File: src/verilog/hwdec_regs.svh
// Behaviour
// - Special-data field 00xx decodes as register add, 0100 as unpredictable, 0101 as register compare, 10xx as register copy.
// - Special-data field 110x is an indirect branch with state change, 111x the same with a saved return link.
// - The single-item load/store group is selected by upper field 0101, 011x or 100x, and the lower field picks the operation.
// - With upper field 0101 the lower field maps to word, half and byte stores, signed byte load, word, half and byte loads, signed half load.
// - Upper fields 0110, 0111 and 1000 are word, byte and half immediate accesses, stores for lower 0xx and loads for lower 1xx.
// - Upper field 1001 is a stack-relative word store for lower 0xx and a stack-relative word load for lower 1xx.
// - Miscellaneous opcode 00000xx adds an immediate to the stack pointer and 00001xx subtracts one.
// - Miscellaneous opcodes 001000x to 001011x are signed half, signed byte, unsigned half and unsigned byte extends.
// - Miscellaneous opcodes 101000x, 101001x and 101011x are word, halfword-pair and signed-half byte swaps.
// - Miscellaneous 010xxxx is a stack store, 0110011 a state change, 110xxxx a stack load, 1110xxx a breakpoint, 1111xxx the hint space.
// - Every other miscellaneous opcode is flagged undefined.
// - A hint with non-zero low field is undefined whatever the upper field holds.
// - A hint with zero low field maps upper 0000 to 0100 onto no-op, yield, wait event, wait interrupt and send event.
// - Any other hint with zero low field executes as a no-op.
// - Branch-group opcode outside 111x is a conditional branch, 1110 is permanently undefined and 1111 a supervisor call.
`ifndef HWDEC_REGS_SVH
`define HWDEC_REGS_SVH

// top four bits of a halfword select the group, top six for the special-data group
`define HWDEC_GRP_SPECIAL 6'h11
`define HWDEC_UPPER_REG 4'h5
`define HWDEC_UPPER_IMM_WORD 4'h6
`define HWDEC_UPPER_IMM_BYTE 4'h7
`define HWDEC_UPPER_IMM_HALF 4'h8
`define HWDEC_UPPER_SP 4'h9
`define HWDEC_GRP_MISC 4'hB
`define HWDEC_GRP_BRANCH 4'hD
`define HWDEC_BRANCH_UNDEF 4'hE
`define HWDEC_BRANCH_SVC 4'hF
`define HWDEC_STATE_CHANGE 7'h33
`define HWDEC_HINT_LOW_NONE 4'h0

`endif

File: src/verilog/hwdec_pkg.sv
package hwdec_pkg;

   typedef enum logic [5:0] {
      HWDEC_OTHER_GROUP = 6'b000000,
      HWDEC_ADD_REG = 6'b000001,
      HWDEC_CMP_REG = 6'b000010,
      HWDEC_COPY_REG = 6'b000011,
      HWDEC_INDIRECT_BRANCH_STATE = 6'b000100,
      HWDEC_INDIRECT_CALL_STATE = 6'b000101,
      HWDEC_WORD_STORE_REG = 6'b000110,
      HWDEC_HALF_STORE_REG = 6'b000111,
      HWDEC_BYTE_STORE_REG = 6'b001000,
      HWDEC_SIGNED_BYTE_LOAD = 6'b001001,
      HWDEC_WORD_LOAD_REG = 6'b001010,
      HWDEC_HALF_LOAD_REG = 6'b001011,
      HWDEC_BYTE_LOAD_REG = 6'b001100,
      HWDEC_SIGNED_HALF_LOAD = 6'b001101,
      HWDEC_WORD_STORE_IMM = 6'b001110,
      HWDEC_WORD_LOAD_IMM = 6'b001111,
      HWDEC_BYTE_STORE_IMM = 6'b010000,
      HWDEC_BYTE_LOAD_IMM = 6'b010001,
      HWDEC_HALF_STORE_IMM = 6'b010010,
      HWDEC_HALF_LOAD_IMM = 6'b010011,
      HWDEC_WORD_STORE_SP = 6'b010100,
      HWDEC_WORD_LOAD_SP = 6'b010101,
      HWDEC_SP_ADD_IMM = 6'b010110,
      HWDEC_SP_SUB_IMM = 6'b010111,
      HWDEC_SIGNED_HALF_EXTEND = 6'b011000,
      HWDEC_SIGNED_BYTE_EXTEND = 6'b011001,
      HWDEC_UNSIGNED_HALF_EXTEND = 6'b011010,
      HWDEC_UNSIGNED_BYTE_EXTEND = 6'b011011,
      HWDEC_WORD_BYTE_SWAP = 6'b011100,
      HWDEC_HALFWORD_PAIR_BYTE_SWAP = 6'b011101,
      HWDEC_SIGNED_HALF_BYTE_SWAP = 6'b011110,
      HWDEC_STACK_STORE_MULTI = 6'b011111,
      HWDEC_PROCESSOR_STATE_CHANGE = 6'b100000,
      HWDEC_STACK_LOAD_MULTI = 6'b100001,
      HWDEC_BREAKPOINT_TRAP = 6'b100010,
      HWDEC_NO_OPERATION = 6'b100011,
      HWDEC_YIELD_HINT = 6'b100100,
      HWDEC_WAIT_EVENT_HINT = 6'b100101,
      HWDEC_WAIT_INTERRUPT_HINT = 6'b100110,
      HWDEC_SEND_EVENT_HINT = 6'b100111,
      HWDEC_COND_BRANCH = 6'b101000,
      HWDEC_PERMANENT_UNDEFINED = 6'b101001,
      HWDEC_SUPERVISOR_CALL = 6'b101010,
      HWDEC_UNDEFINED = 6'b101011,
      HWDEC_UNPREDICTABLE = 6'b101100
   } hwdec_class_e;

   typedef struct packed {
      logic valid;
      hwdec_class_e cls;
      logic undef;
      logic unpred;
      logic hint_unalloc;
   } hwdec_state_s;

endpackage : hwdec_pkg

File: src/verilog/hwdec_top.sv
`timescale 1ns/1ps
`include "hwdec_regs.svh"

module hwdec_top (
   // clock and reset
   input wire logic clk,
   input wire logic resetn,
   // fetched halfword
   input wire logic insn_valid,
   input wire logic [15:0] insn,
   // decode result, one cycle later
   output logic dec_valid,
   output hwdec_pkg::hwdec_class_e dec_class,
   output logic dec_undefined,
   output logic dec_unpredictable,
   output logic dec_hint_unallocated
);
   import hwdec_pkg::*;

   hwdec_state_s st_q;
   hwdec_state_s st_d;

   always_comb begin
      logic [3:0] upper;
      logic [2:0] lower;
      logic [6:0] misc_op;
      upper = insn[15:12];
      lower = insn[11:9];
      misc_op = insn[11:5];
      st_d = '0;
      st_d.valid = insn_valid;
      st_d.cls = HWDEC_OTHER_GROUP;
      if (insn_valid) begin
         if (insn[15:10] == `HWDEC_GRP_SPECIAL) begin
            casez (insn[9:6])
               4'b00??: st_d.cls = HWDEC_ADD_REG;
               4'b0100: begin
                  st_d.cls = HWDEC_UNPREDICTABLE;
                  st_d.unpred = 1'b1;
               end
               4'b0101: st_d.cls = HWDEC_CMP_REG;
               4'b011?: st_d.cls = HWDEC_CMP_REG;
               4'b10??: st_d.cls = HWDEC_COPY_REG;
               4'b110?: st_d.cls = HWDEC_INDIRECT_BRANCH_STATE;
               default: st_d.cls = HWDEC_INDIRECT_CALL_STATE;
            endcase
         end else if (upper == `HWDEC_UPPER_REG) begin
            case (lower)
               3'h0: st_d.cls = HWDEC_WORD_STORE_REG;
               3'h1: st_d.cls = HWDEC_HALF_STORE_REG;
               3'h2: st_d.cls = HWDEC_BYTE_STORE_REG;
               3'h3: st_d.cls = HWDEC_SIGNED_BYTE_LOAD;
               3'h4: st_d.cls = HWDEC_WORD_LOAD_REG;
               3'h5: st_d.cls = HWDEC_HALF_LOAD_REG;
               3'h6: st_d.cls = HWDEC_BYTE_LOAD_REG;
               default: st_d.cls = HWDEC_SIGNED_HALF_LOAD;
            endcase
         end else if (upper == `HWDEC_UPPER_IMM_WORD) begin
            st_d.cls = lower[2] ? HWDEC_WORD_LOAD_IMM : HWDEC_WORD_STORE_IMM;
         end else if (upper == `HWDEC_UPPER_IMM_BYTE) begin
            st_d.cls = lower[2] ? HWDEC_BYTE_LOAD_IMM : HWDEC_BYTE_STORE_IMM;
         end else if (upper == `HWDEC_UPPER_IMM_HALF) begin
            st_d.cls = lower[2] ? HWDEC_HALF_LOAD_IMM : HWDEC_HALF_STORE_IMM;
         end else if (upper == `HWDEC_UPPER_SP) begin
            st_d.cls = lower[2] ? HWDEC_WORD_LOAD_SP : HWDEC_WORD_STORE_SP;
         end else if (upper == `HWDEC_GRP_MISC) begin
            casez (misc_op)
               7'b00000??: st_d.cls = HWDEC_SP_ADD_IMM;
               7'b00001??: st_d.cls = HWDEC_SP_SUB_IMM;
               7'b001000?: st_d.cls = HWDEC_SIGNED_HALF_EXTEND;
               7'b001001?: st_d.cls = HWDEC_SIGNED_BYTE_EXTEND;
               7'b001010?: st_d.cls = HWDEC_UNSIGNED_HALF_EXTEND;
               7'b001011?: st_d.cls = HWDEC_UNSIGNED_BYTE_EXTEND;
               7'b010????: st_d.cls = HWDEC_STACK_STORE_MULTI;
               `HWDEC_STATE_CHANGE: st_d.cls = HWDEC_PROCESSOR_STATE_CHANGE;
               7'b101000?: st_d.cls = HWDEC_WORD_BYTE_SWAP;
               7'b101001?: st_d.cls = HWDEC_HALFWORD_PAIR_BYTE_SWAP;
               7'b101011?: st_d.cls = HWDEC_SIGNED_HALF_BYTE_SWAP;
               7'b110????: st_d.cls = HWDEC_STACK_LOAD_MULTI;
               7'b1110???: st_d.cls = HWDEC_BREAKPOINT_TRAP;
               7'b1111???: begin
                  // hint space
                  if (insn[3:0] != `HWDEC_HINT_LOW_NONE) begin
                     st_d.cls = HWDEC_UNDEFINED;
                     st_d.undef = 1'b1;
                  end else begin
                     case (insn[7:4])
                        4'h0: st_d.cls = HWDEC_NO_OPERATION;
                        4'h1: st_d.cls = HWDEC_YIELD_HINT;
                        4'h2: st_d.cls = HWDEC_WAIT_EVENT_HINT;
                        4'h3: st_d.cls = HWDEC_WAIT_INTERRUPT_HINT;
                        4'h4: st_d.cls = HWDEC_SEND_EVENT_HINT;
                        default: begin
                           st_d.cls = HWDEC_NO_OPERATION;
                           st_d.hint_unalloc = 1'b1;
                        end
                     endcase
                  end
               end
               default: begin
                  st_d.cls = HWDEC_UNDEFINED;
                  st_d.undef = 1'b1;
               end
            endcase
         end else if (upper == `HWDEC_GRP_BRANCH) begin
            if (insn[11:8] == `HWDEC_BRANCH_UNDEF) begin
               st_d.cls = HWDEC_PERMANENT_UNDEFINED;
               st_d.undef = 1'b1;
            end else if (insn[11:8] == `HWDEC_BRANCH_SVC) begin
               st_d.cls = HWDEC_SUPERVISOR_CALL;
            end else begin
               st_d.cls = HWDEC_COND_BRANCH;
            end
         end
      end
   end

   always_ff @(posedge clk or negedge resetn) begin
      if (!resetn) begin
         st_q <= '0;
      end else begin
         st_q <= st_d;
      end
   end

   assign dec_valid = st_q.valid;
   assign dec_class = st_q.cls;
   assign dec_undefined = st_q.undef;
   assign dec_unpredictable = st_q.unpred;
   assign dec_hint_unallocated = st_q.hint_unalloc;
endmodule : hwdec_top

File: config.mk
export PLATFORM = sky130hd
export DESIGN_NAME = hwdec_top
export DESIGN_NICKNAME = d
export VERILOG_FILES = /design/src/verilog/hwdec_pkg.sv /design/src/verilog/hwdec_top.sv
export VERILOG_INCLUDE_DIRS = /design/src /design/src/verilog
export SDC_FILE = /design/constraint.sdc
export NUM_CORES = 1
export LEC_CHECK = 0
export ABC_AREA = 1
export ABC_CLOCK_PERIOD_IN_PS = 800
export BUFFER_PORTS_ARGS = -buffer_cell sky130_fd_sc_hd__buf_2
export CAP_MARGIN = 15
export CELL_PAD_IN_SITES_DETAIL_PLACEMENT = 1
export CELL_PAD_IN_SITES_GLOBAL_PLACEMENT = 1
export CORE_MARGIN = 5
export CORE_UTILIZATION = 30
export CTS_BUF_LIST = sky130_fd_sc_hd__clkbuf_16
export CTS_CLUSTER_SIZE = 40
export DETAILED_ROUTE_END_ITERATION = 6
export PLACE_DENSITY = 0.72
export SLEW_MARGIN = 30
export SYNTH_ARGS = -nofsm -noshare
export SYNTH_HDL_FRONTEND = slang
export SYNTH_SLANG_ARGS = --single-unit
File: constraint.sdc
create_clock -name clk -period 0.8 [get_ports clk]
set_input_delay 0.24 -clock clk [delete_from_list [all_inputs] [get_ports clk]]
set_output_delay 0.24 -clock clk [all_outputs]
set_load 0.05 [all_outputs]
==> impl_metrics.tcl, run 1 <==
set metrics [dict create \
    fp-row-count 20 \
    die-width_um 66.0 \
    root_buffer "clkbuf_16" \
    cts.sinks 10 \
    synth_top_family_by_area "simple AND/OR/NAND/NOR gates" \
    start_util 0.310 \
    gp_congestion 0.986 \
    synth_compound_area_frac 0.0905 \
    antenna_found_initial 1 \
    cts.htree.levels 1 \
    ys_types 19 \
    crit_endpoint "dec_class[0]$_DFF_PN0_/D" \
    syn-cell-area_um2 940 \
    ys_warn_count 0 \
    synth_fa_ha_area_frac 0 \
    seq_area_frac_synth 0.266 \
    synth_cells 159 \
    haltStage "global routing (5_1_grt)" \
    numCtsBuffers 3 \
    port_buffers 28 \
    cts_max_path_buffers 2 \
    synthSimpleGateAreaFrac 0.543 \
    pre_cts_ws_ps -692 \
    run_status "stopped before the end" \
    grt_max_degree 11 \
    hpwlAfterDp_mm 3.15 \
    synth_seq_cells 10 \
    syn-mean-instance-area_um2 5.91 \
    synthMuxAreaShare 0 \
    error_line "[ERROR DPL-0033] detailed placement checks failed during check placement." \
    place_inst 267 \
    dieHeight_um 66.0 \
    synth_xor_area_frac 0 \
    syn-num-nets 178 \
    io_pins 29 \
    endpoint_type "sequential cell input" \
]
-- cells by family after synthesis --
family / after synthesis
AO/OA/AOI/OAI: 16
buffers and inverters: 23
flip-flops: 10
AND/OR/NAND/NOR: 110
-- cells in the mapped netlist, drive strengths merged --
master   n  area, um2
a21oi    5       25.0
a31oi    2       12.5
buf      1       11.3
dfrtp   10        250
inv     22       82.6
nand2   55        231
nand3   12       65.1
nand3b   2       15.0
nand4    7       43.8
nor2    34        155
o21ai    8       40.0
o31ai    1       7.51
-- per-stage QoR --
step                TNS, ps  area, um2  utilization
CTS                   -4530       1840        0.608
detailed placement    -5060       1430        0.472
global placement      -4690       1430        0.472
floorplan             -2100        977            -
-- timing repair --
| action | 4_1_cts |
|---|---|
| setup buffers | 9 |
| resized for setup | 76 |
| hold buffers | 1 |
| pin swaps | 24 |
| endpoints found under the setup margin | 19 |
| hold endpoints to repair | 10 |
==> run 2: changes to the inputs <==
--- a/config.mk
+++ b/config.mk
@@ -10,14 +10,10 @@
 export ABC_CLOCK_PERIOD_IN_PS = 800
 export BUFFER_PORTS_ARGS = -buffer_cell sky130_fd_sc_hd__buf_2
 export CAP_MARGIN = 15
-export CELL_PAD_IN_SITES_DETAIL_PLACEMENT = 1
-export CELL_PAD_IN_SITES_GLOBAL_PLACEMENT = 1
 export CORE_MARGIN = 5
-export CORE_UTILIZATION = 30
-export CTS_BUF_LIST = sky130_fd_sc_hd__clkbuf_16
-export CTS_CLUSTER_SIZE = 40
+export CORE_UTILIZATION = 20
 export DETAILED_ROUTE_END_ITERATION = 6
-export PLACE_DENSITY = 0.72
+export PLACE_DENSITY_LB_ADDON = 0.15
 export SLEW_MARGIN = 30
 export SYNTH_ARGS = -nofsm -noshare
 export SYNTH_HDL_FRONTEND = slang
==> impl_metrics.tcl, run 2 <==
set metrics [dict create \
    run_status "finished, violations left" \
    failed_checks "negative setup slack" \
    tns_ps -3630 \
    antennaDiodeCount 0 \
    start_util 0.203 \
    hold_violations 0 \
    critPathRequiredTime_ps 920 \
    synth_top_cell_area_share 0.266 \
    drive_above_1_share 0.625 \
    synthSimpleGateAreaFrac 0.543 \
    period_needed_ps 1070 \
    placed_cell_area_um2 1440 \
    crit_end "dec_class[1]" \
    dieArea_um2 6170 \
    cts.sinks 10 \
    max-vdd-ir-drop_mv 0.322 \
    synth_common_cells "nand2_1, nor2_1, inv_1" \
    fin_crit_sh 1.33 \
    clk_pin_slew_ps 50 \
    avgRoutedWirePerCell_um 11.5 \
    power_uw 1820 \
    syn-num-nets 178 \
    syn-cell-area_um2 940 \
    crit_family "simple AND/OR/NAND/NOR gates" \
    dieHeight_um 78.5 \
    cts_max_path_buffers 2 \
    arrival_ps 1180 \
    hold_class "input pin to register" \
    synth_fa_ha_area_frac 0 \
    setup_viol 19 \
    grt_setup_unrepaired "yes" \
    ant_nets 0 \
    die-width_um 78.5 \
    cp_common_cell "nand2_1" \
    synth_flop_cell "dfrtp_1" \
    cts.htree.levels 1 \
    dr.first_iter.drc_count 36 \
    syn2layout_area_growth_pct 104 \
    seq_area_frac_synth 0.266 \
    post-synth-top-count-cell "nand2_1" \
    cts_tree "yes" \
    path_max_fanout 5 \
    setup.worst_path.start "insn[8]" \
    synthMuxAreaShare 0 \
    largest_reg_flops 6 \
    antenna_found_initial 0 \
    cp-end-kind "register" \
    synth_top_area_cell "dfrtp_1" \
    synth_area_leaders "dfrtp_1, nand2_1, nor2_1" \
    crit_chain "buf_8 -> inv_6 -> nand2_8 -> nor2_2 -> nand2_1 -> nand2_2 -> nor2_4 -> nand2_4 -> nand2_1 -> nand2_1 -> nand3_1 -> nand2_1 -> nand2_1" \
    grt_pass1_vias 1222 \
    max_cap_violations 0 \
    syn-mean-instance-area_um2 5.91 \
    ys_warn_count 0 \
    synth_compound_area_frac 0.0905 \
    maxSlewHeadroom 0.852 \
    numCtsBuffers 3 \
    globalRouteOverflowTotal 0 \
    async_flop_share 1.00 \
    track_usage 0.108 \
    synth_top_family_by_area "simple AND/OR/NAND/NOR gates" \
    io_pins 29 \
    leakage_uw 0.000916 \
    worstMarginPinSlew_ps 221 \
    worst_slack_ps -265 \
    hpwlAfterDp_mm 2.77 \
    synth_xor_area_frac 0 \
    coreArea_um2 4630 \
    gp_congestion 0.864 \
    fp-row-count 25 \
    nets 252 \
    crit_slowest_cell "nor2_2" \
    report.final.slew_viol_count 0 \
    start_kind "input pin" \
    crit_cells 13 \
    synth_edf_count 0 \
    grt_max_degree 11 \
    drc 0 \
    fillers 488 \
    synth_cells 159 \
    p_per_area_nw_per_um2 948 \
    root_buffer "clkbuf_8" \
    ys_types 19 \
    design_area_um2 1920 \
    dr_total_vias 1250 \
    vias_per_cell 4.37 \
    synth_seq_cells 10 \
    layout_common_cells "buf_4, nand2_1, buf_6, nand2_2, nor2_1" \
    grt_pass1_wl_mm 5.44 \
    crit_buf_inv 2 \
    fmax_ghz 0.939 \
    pre_cts_ws_ps -658 \
    wl_mm 3.28 \
    slowest_delay_ps 130 \
    port_buffers 28 \
    critPathKind "input pin to register" \
    mostFrequentLayoutCell "buf_4" \
    dr.pass1.iters 4 \
]
-- run 2: cell counts after synthesis --
No cell type changed its count.
-- run 2: what timing repair did --
item	in CTS	in global routing
pin swaps	17	42
hold endpoints to repair	10	0
buffers inserted	1	4
hold buffers	1	0
setup endpoints to repair	19	19
gates resized for setup	54	62
-- run 2: logic make-up (layout without fill, tap and decap cells) --
logic type	count (synthesis)	count (layout)
AO/OA/AOI/OAI	16	16
buffers and inverters	23	96
AND/OR/NAND/NOR	110	110
flip-flops	10	10
-- run 2: metrics by stage --
stage | cells | hold slack (ps) | utilization
global route | 286 | 188 | 0.415
floorplan | 159 | -55.6 | -
CTS | 283 | 179 | 0.361
global placement | 277 | 107 | 0.312
finish | 286 | 187 | 0.415
detailed placement | 277 | 109 | 0.312
-- run 2: how the worst min path moves through the flow --
stage | from | end | slack, ps | cells past startpoint
finish | insn_valid | dec_valid | 190 | 1
global route | insn_valid | dec_valid | 190 | 1
CTS | insn_valid | dec_valid | 180 | 1
detailed placement | resetn | dec_class[3] | 110 | 1
global placement | resetn | dec_class[3] | 110 | 1
floorplan | resetn | dec_class[0] | -60 | 0
-- run 2: where the power goes --
group          switching, uW  leakage (uW)  internal [uW]
Sequential              8.00      0.000121            529
Clock                    174     0.0000228            347
Combinational            408      0.000772            356
-- run 2: per-layer routing --
metal	track usage	vias to the layer above	part of all wire
met5	0	-	0
li1	-	657	-
met3	0.00917	2	0.052
met2	0.199	36	0.53
met1	0.133	555	0.41
met4	0.0280	0	0.0031
-- run 2: layout make-up --
type / instances / area (um2) / share of cell area
Clock buffer: 4 / 45.0 / 0.0235
Inverter: 22 / 103 / 0.0534
Multi-Input combinational cell: 126 / 803 / 0.418
Sequential cell: 10 / 262 / 0.136
Tap cell: 54 / 67.6 / 0.0352
Timing Repair Buffer: 70 / 641 / 0.334
(Power assumes the default switching activity.)
==> run 3: changes to the inputs <==
--- a/config.mk
+++ b/config.mk
@@ -10,9 +10,10 @@
 export ABC_CLOCK_PERIOD_IN_PS = 800
 export BUFFER_PORTS_ARGS = -buffer_cell sky130_fd_sc_hd__buf_2
 export CAP_MARGIN = 15
-export CORE_MARGIN = 5
+export CORE_MARGIN = 2
 export CORE_UTILIZATION = 20
 export DETAILED_ROUTE_END_ITERATION = 6
+export MAX_ROUTING_LAYER = met4
 export PLACE_DENSITY_LB_ADDON = 0.15
 export SLEW_MARGIN = 30
 export SYNTH_ARGS = -nofsm -noshare
==> impl_metrics.tcl, run 3 (synthesized netlist as in run 2, its figures left out) <==
set metrics [dict create \
    leakage_uw 0.000946 \
    maxSlewHeadroom 0.844 \
    ant_nets 0 \
    antennaDiodeCount 0 \
    vias_per_cell 4.35 \
    critPathRequiredTime_ps 920 \
    dieArea_um2 5260 \
    crit_chain "buf_8 -> inv_6 -> nand2_4 -> nor2_4 -> buf_12 -> buf_8 -> buf_4 -> nand3_2 -> nand2_1 -> nand2_1 -> nand2_1 -> nand2_1" \
    io_pins 29 \
    power_switching_uw 592 \
    numCtsBuffers 3 \
    crit_buf_inv 5 \
    swShare 0.311 \
    max-vdd-ir-drop_mv 0.461 \
    hold_violations 0 \
    cts.htree.levels 1 \
    cts_tree "yes" \
    nets 258 \
    report.final.slew_viol_count 0 \
    final_cells 290 \
    worst_slack_ps -287 \
    period_needed_ps 1090 \
    start_kind "input pin" \
    drc 0 \
    grt.busiest_layer "met2" \
    p_per_area_nw_per_um2 995 \
    grt_pass1_wl_mm 5.66 \
    arrival_ps 1210 \
    clkPwrFrac 0.326 \
    p_int_uw 1310 \
    power_frac_comb 0.393 \
    critPathKind "input pin to register" \
    largest_reg_flops 6 \
    crit_family "simple AND/OR/NAND/NOR gates" \
    max_cap_violations 0 \
    port_buffers 28 \
    track_usage 0.140 \
    dr.pass1.iters 5 \
    cp-end-kind "register" \
    grt_use_met1 0.169 \
    use_met2 0.239 \
    slowest_delay_ps 160 \
    grt_pass1_vias 1244 \
    hold_class "input pin to register" \
    antenna_found_initial 0 \
    layout_common_cells "buf_4, nand2_1, buf_6, nor2_1, nand2_2" \
    final_util 0.430 \
    seqPwrFrac 0.282 \
    cts_max_path_buffers 2 \
    die-width_um 72.5 \
    run_status "finished, violations left" \
    setup_viol 19 \
    root_buffer "clkbuf_8" \
    path_max_fanout 5 \
    grt_max_degree 11 \
    worstMarginPinSlew_ps 231 \
    fp-row-count 24 \
    drive_above_1_share 0.605 \
    dr_total_vias 1262 \
    fmax_ghz 0.920 \
    wl_mm 3.29 \
    place_inst 275 \
    start_util 0.211 \
    fin_crit_sh 1.36 \
    hpwlAfterDp_mm 2.70 \
    gp_congestion 0.923 \
    use_met3 0.0139 \
    dr.first_iter.drc_count 47 \
    coreArea_um2 4440 \
    globalRouteOverflowTotal 0 \
    clk_pin_slew_ps 50 \
    dieHeight_um 72.5 \
    crit_slowest_cell "nor2_4" \
    mostFrequentLayoutCell "buf_4" \
    grt_setup_unrepaired "yes" \
    failed_checks "negative setup slack" \
    cp_common_cell "nand2_1" \
    syn2layout_area_growth_pct 103 \
    cts.sinks 10 \
    avgRoutedWirePerCell_um 11.4 \
]
## run 3: cell count changes in the layout (fill, tap and decap cells not counted), sizes merged
cell,change
buf,+6
## run 3: final cells by class
cell class	count	area [um2]
clock buffers	4	55.1
fillers	474	2530
inverters	22	103
multi-input cells	126	744
flip-flops and latches	10	262
well taps	52	65.1
repair buffers	76	683
## run 3: layer usage
metal | part of all wire | vias to the layer above
li1 | - | 669
met1 | 0.46 | 562
met2 | 0.49 | 27
met3 | 0.029 | 4
met4 | 0.013 | 0
met5 | 0 | -
## run 3: worst paths after layout
kind                       cells after the start           endpoint  slack [ps]  startpoint
max in group asynchronous                      2  dec_unpredictable         210      resetn
hold / removal                                 1          dec_valid         160  insn_valid
setup / recovery                              12       dec_class[3]        -290    insn[14]
min in group asynchronous                      2       dec_class[5]         390      resetn
## run 3: metrics by stage
stage / hold WS, ps / TNS, ps / setup slack (ps) / cell area (um2) / power, uW
6_report: 160 / -3820 / -287 / 1910 / 1900
3_3_place_gp: 105 / -4570 / -593 / 1440 / 1100
5_1_grt: 170 / -4780 / -385 / 1910 / 2010
3_5_place_dp: 105 / -4510 / -595 / 1440 / 1100
2_1_floorplan: -55.6 / -2100 / -341 / 977 / 827
4_1_cts: 159 / -3730 / -292 / 1860 / 1900
## run 3: timing repair
item / CTS / global route
setup endpoints to repair: 19 / 19
pin swaps: 31 / 14
buffers inserted: 7 / 3
resized for setup: 90 / 8
hold buffers: 1 / 0
hold endpoints to repair: 10 / 0
## run 3: power groups by stage
| stage | Combinational (uW) | Clock (uW) | Sequential (uW) |
|---|---|---|---|
| floorplan | 217 | 0 | 610 |
| global placement | 561 | 0 | 540 |
| detailed placement | 558 | 0 | 539 |
| CTS | 729 | 634 | 537 |
| global route | 808 | 664 | 537 |
| finish | 747 | 619 | 536 |
==> run 4: changes to the inputs <==
--- a/config.mk
+++ b/config.mk
@@ -10,11 +10,12 @@
 export ABC_CLOCK_PERIOD_IN_PS = 800
 export BUFFER_PORTS_ARGS = -buffer_cell sky130_fd_sc_hd__buf_2
 export CAP_MARGIN = 15
-export CORE_MARGIN = 2
-export CORE_UTILIZATION = 20
+export CORE_AREA = 2 2 63 65
 export DETAILED_ROUTE_END_ITERATION = 6
+export DIE_AREA = 0 0 65 67
 export MAX_ROUTING_LAYER = met4
 export PLACE_DENSITY_LB_ADDON = 0.15
+export RECOVER_POWER = 100
 export SLEW_MARGIN = 30
 export SYNTH_ARGS = -nofsm -noshare
 export SYNTH_HDL_FRONTEND = slang
==> impl_metrics.tcl, run 4 (synthesized netlist as in run 2, its figures left out) <==
set metrics [dict create \
    crit_slowest_cell "nor2_1" \
    start_util 0.261 \
    dr.first_iter.drc_count 23 \
    globalRouteOverflowTotal 0 \
    timing.hold.ws_ps 286 \
    avgRoutedWirePerCell_um 11.2 \
    cp_common_cell "inv_1" \
    max_cap_violations 0 \
    wl_mm 3.16 \
    layout_common_cells "buf_4, nand2_1, nor2_1, buf_6, inv_1" \
    mostFrequentLayoutCell "buf_4" \
    cts.sinks 10 \
    dr.pass1.iters 4 \
    hpwlAfterDp_mm 2.47 \
    grt_max_degree 11 \
    hold_class "input pin to register" \
    critPathKind "input pin to register" \
    path_max_fanout 3 \
    cts_max_path_buffers 2 \
    cts.htree.levels 1 \
    port_buffers 28 \
    cp-end-kind "register" \
    run_status "finished, violations left" \
    crit_buf_inv 6 \
    vias_per_cell 4.54 \
    crit_chain "buf_2 -> nor2_1 -> buf_4 -> inv_1 -> nor2_2 -> inv_1 -> o21ai_0 -> inv_1 -> nand3_1 -> nand2_1 -> inv_1" \
    max-vdd-ir-drop_mv 0.381 \
    nets 255 \
    dieHeight_um 67 \
    die-width_um 65 \
    numCtsBuffers 3 \
    drive_above_1_share 0.557 \
    setup_viol 19 \
    coreArea_um2 3610 \
    largest_reg_flops 6 \
    worstMarginPinSlew_ps 237 \
    grt_setup_unrepaired "yes" \
    fin_crit_sh 1.41 \
    failed_checks "negative setup slack" \
    antenna_found_initial 0 \
    arrival_ps 1290 \
    fmax_ghz 0.887 \
    crit_family "buffers and inverters" \
    p_per_area_nw_per_um2 1040 \
    critPathRequiredTime_ps 970 \
    track_usage 0.158 \
    ant_nets 0 \
    grt_pass1_wl_mm 5.19 \
    slowest_delay_ps 170 \
    dieArea_um2 4360 \
    io_pins 29 \
    hold_violations 0 \
    clk_pin_slew_ps 50 \
    gp_congestion 0.870 \
    drc 0 \
    leakage_uw 0.000903 \
    cts_tree "yes" \
    worst_slack_ps -328 \
    start_kind "input pin" \
    report.final.slew_viol_count 0 \
    fp-row-count 22 \
    dr_total_vias 1284 \
    pre_cts_ws_ps -625 \
    period_needed_ps 1130 \
    power_uw 1850 \
    grt_pass1_vias 1226 \
    root_buffer "clkbuf_8" \
    antennaDiodeCount 0 \
    maxSlewHeadroom 0.841 \
    syn2layout_area_growth_pct 88.5 \
]
## run 4: cell types whose count changed in the layout (fill, tap and decap cells not counted), sizes merged
cell    delta
buf        -5
clkbuf     +2
## run 4: stage by stage
stage | cells | util | setup TNS [ps] | area [um2]
after CTS | 281 | 0.463 | -4330 | 1670
after global placement | 268 | 0.392 | -4720 | 1410
after global routing | 283 | 0.491 | -5470 | 1770
final | 283 | 0.491 | -4410 | 1770
after detailed placement | 268 | 0.392 | -4790 | 1410
after floorplan | 159 | - | -2100 | 977
## run 4: what timing repair did
action | CTS | global route
hold buffers | 1 | 0
hold endpoints to repair | 10 | 0
buffers inserted | 8 | 2
pin swaps | 18 | 16
gates resized for setup | 44 | 26
setup endpoints to repair | 19 | 19
## run 4: metal layers
layer / vias up / wire length (um) / global-route usage
met1: 577 / 1300 / 0.177
met2: 40 / 1690 / 0.284
li1: 661 / - / -
met3: 6 / 121 / 0.0186
met5: - / 0 / -
met4: 0 / 52 / 0.0691
## run 4: final cells by class
type	instances	area [um2]
Timing Repair Buffer	73	611
Sequential cell	10	262
Fill cell	359	1830
Tap cell	48	60.1
Clock buffer	4	55.1
Multi-Input combinational cell	126	692
Inverter	22	92.6
## run 4: tightest hold or removal path, cell delays in order
cell and delay [ps]:
buf_2 90, inv_1 80, nor2_2 80
## run 4: power breakdown
| group | switching, uW | internal, uW | total (uW) |
|---|---|---|---|
| Combinational | 372 | 321 | 693 |
| Clock | 184 | 431 | 615 |
| Sequential | 8.65 | 529 | 537 |
## run 4: path summary, 6_finish.rpt
path | slack, ps | to | from | cells past startpoint
max in group asynchronous | 190 | dec_class[0] | resetn | 2
min in group asynchronous | 400 | dec_class[3] | resetn | 2
min | 290 | dec_undefined | insn_valid | 3
max | -330 | dec_class[0] | insn[15] | 11
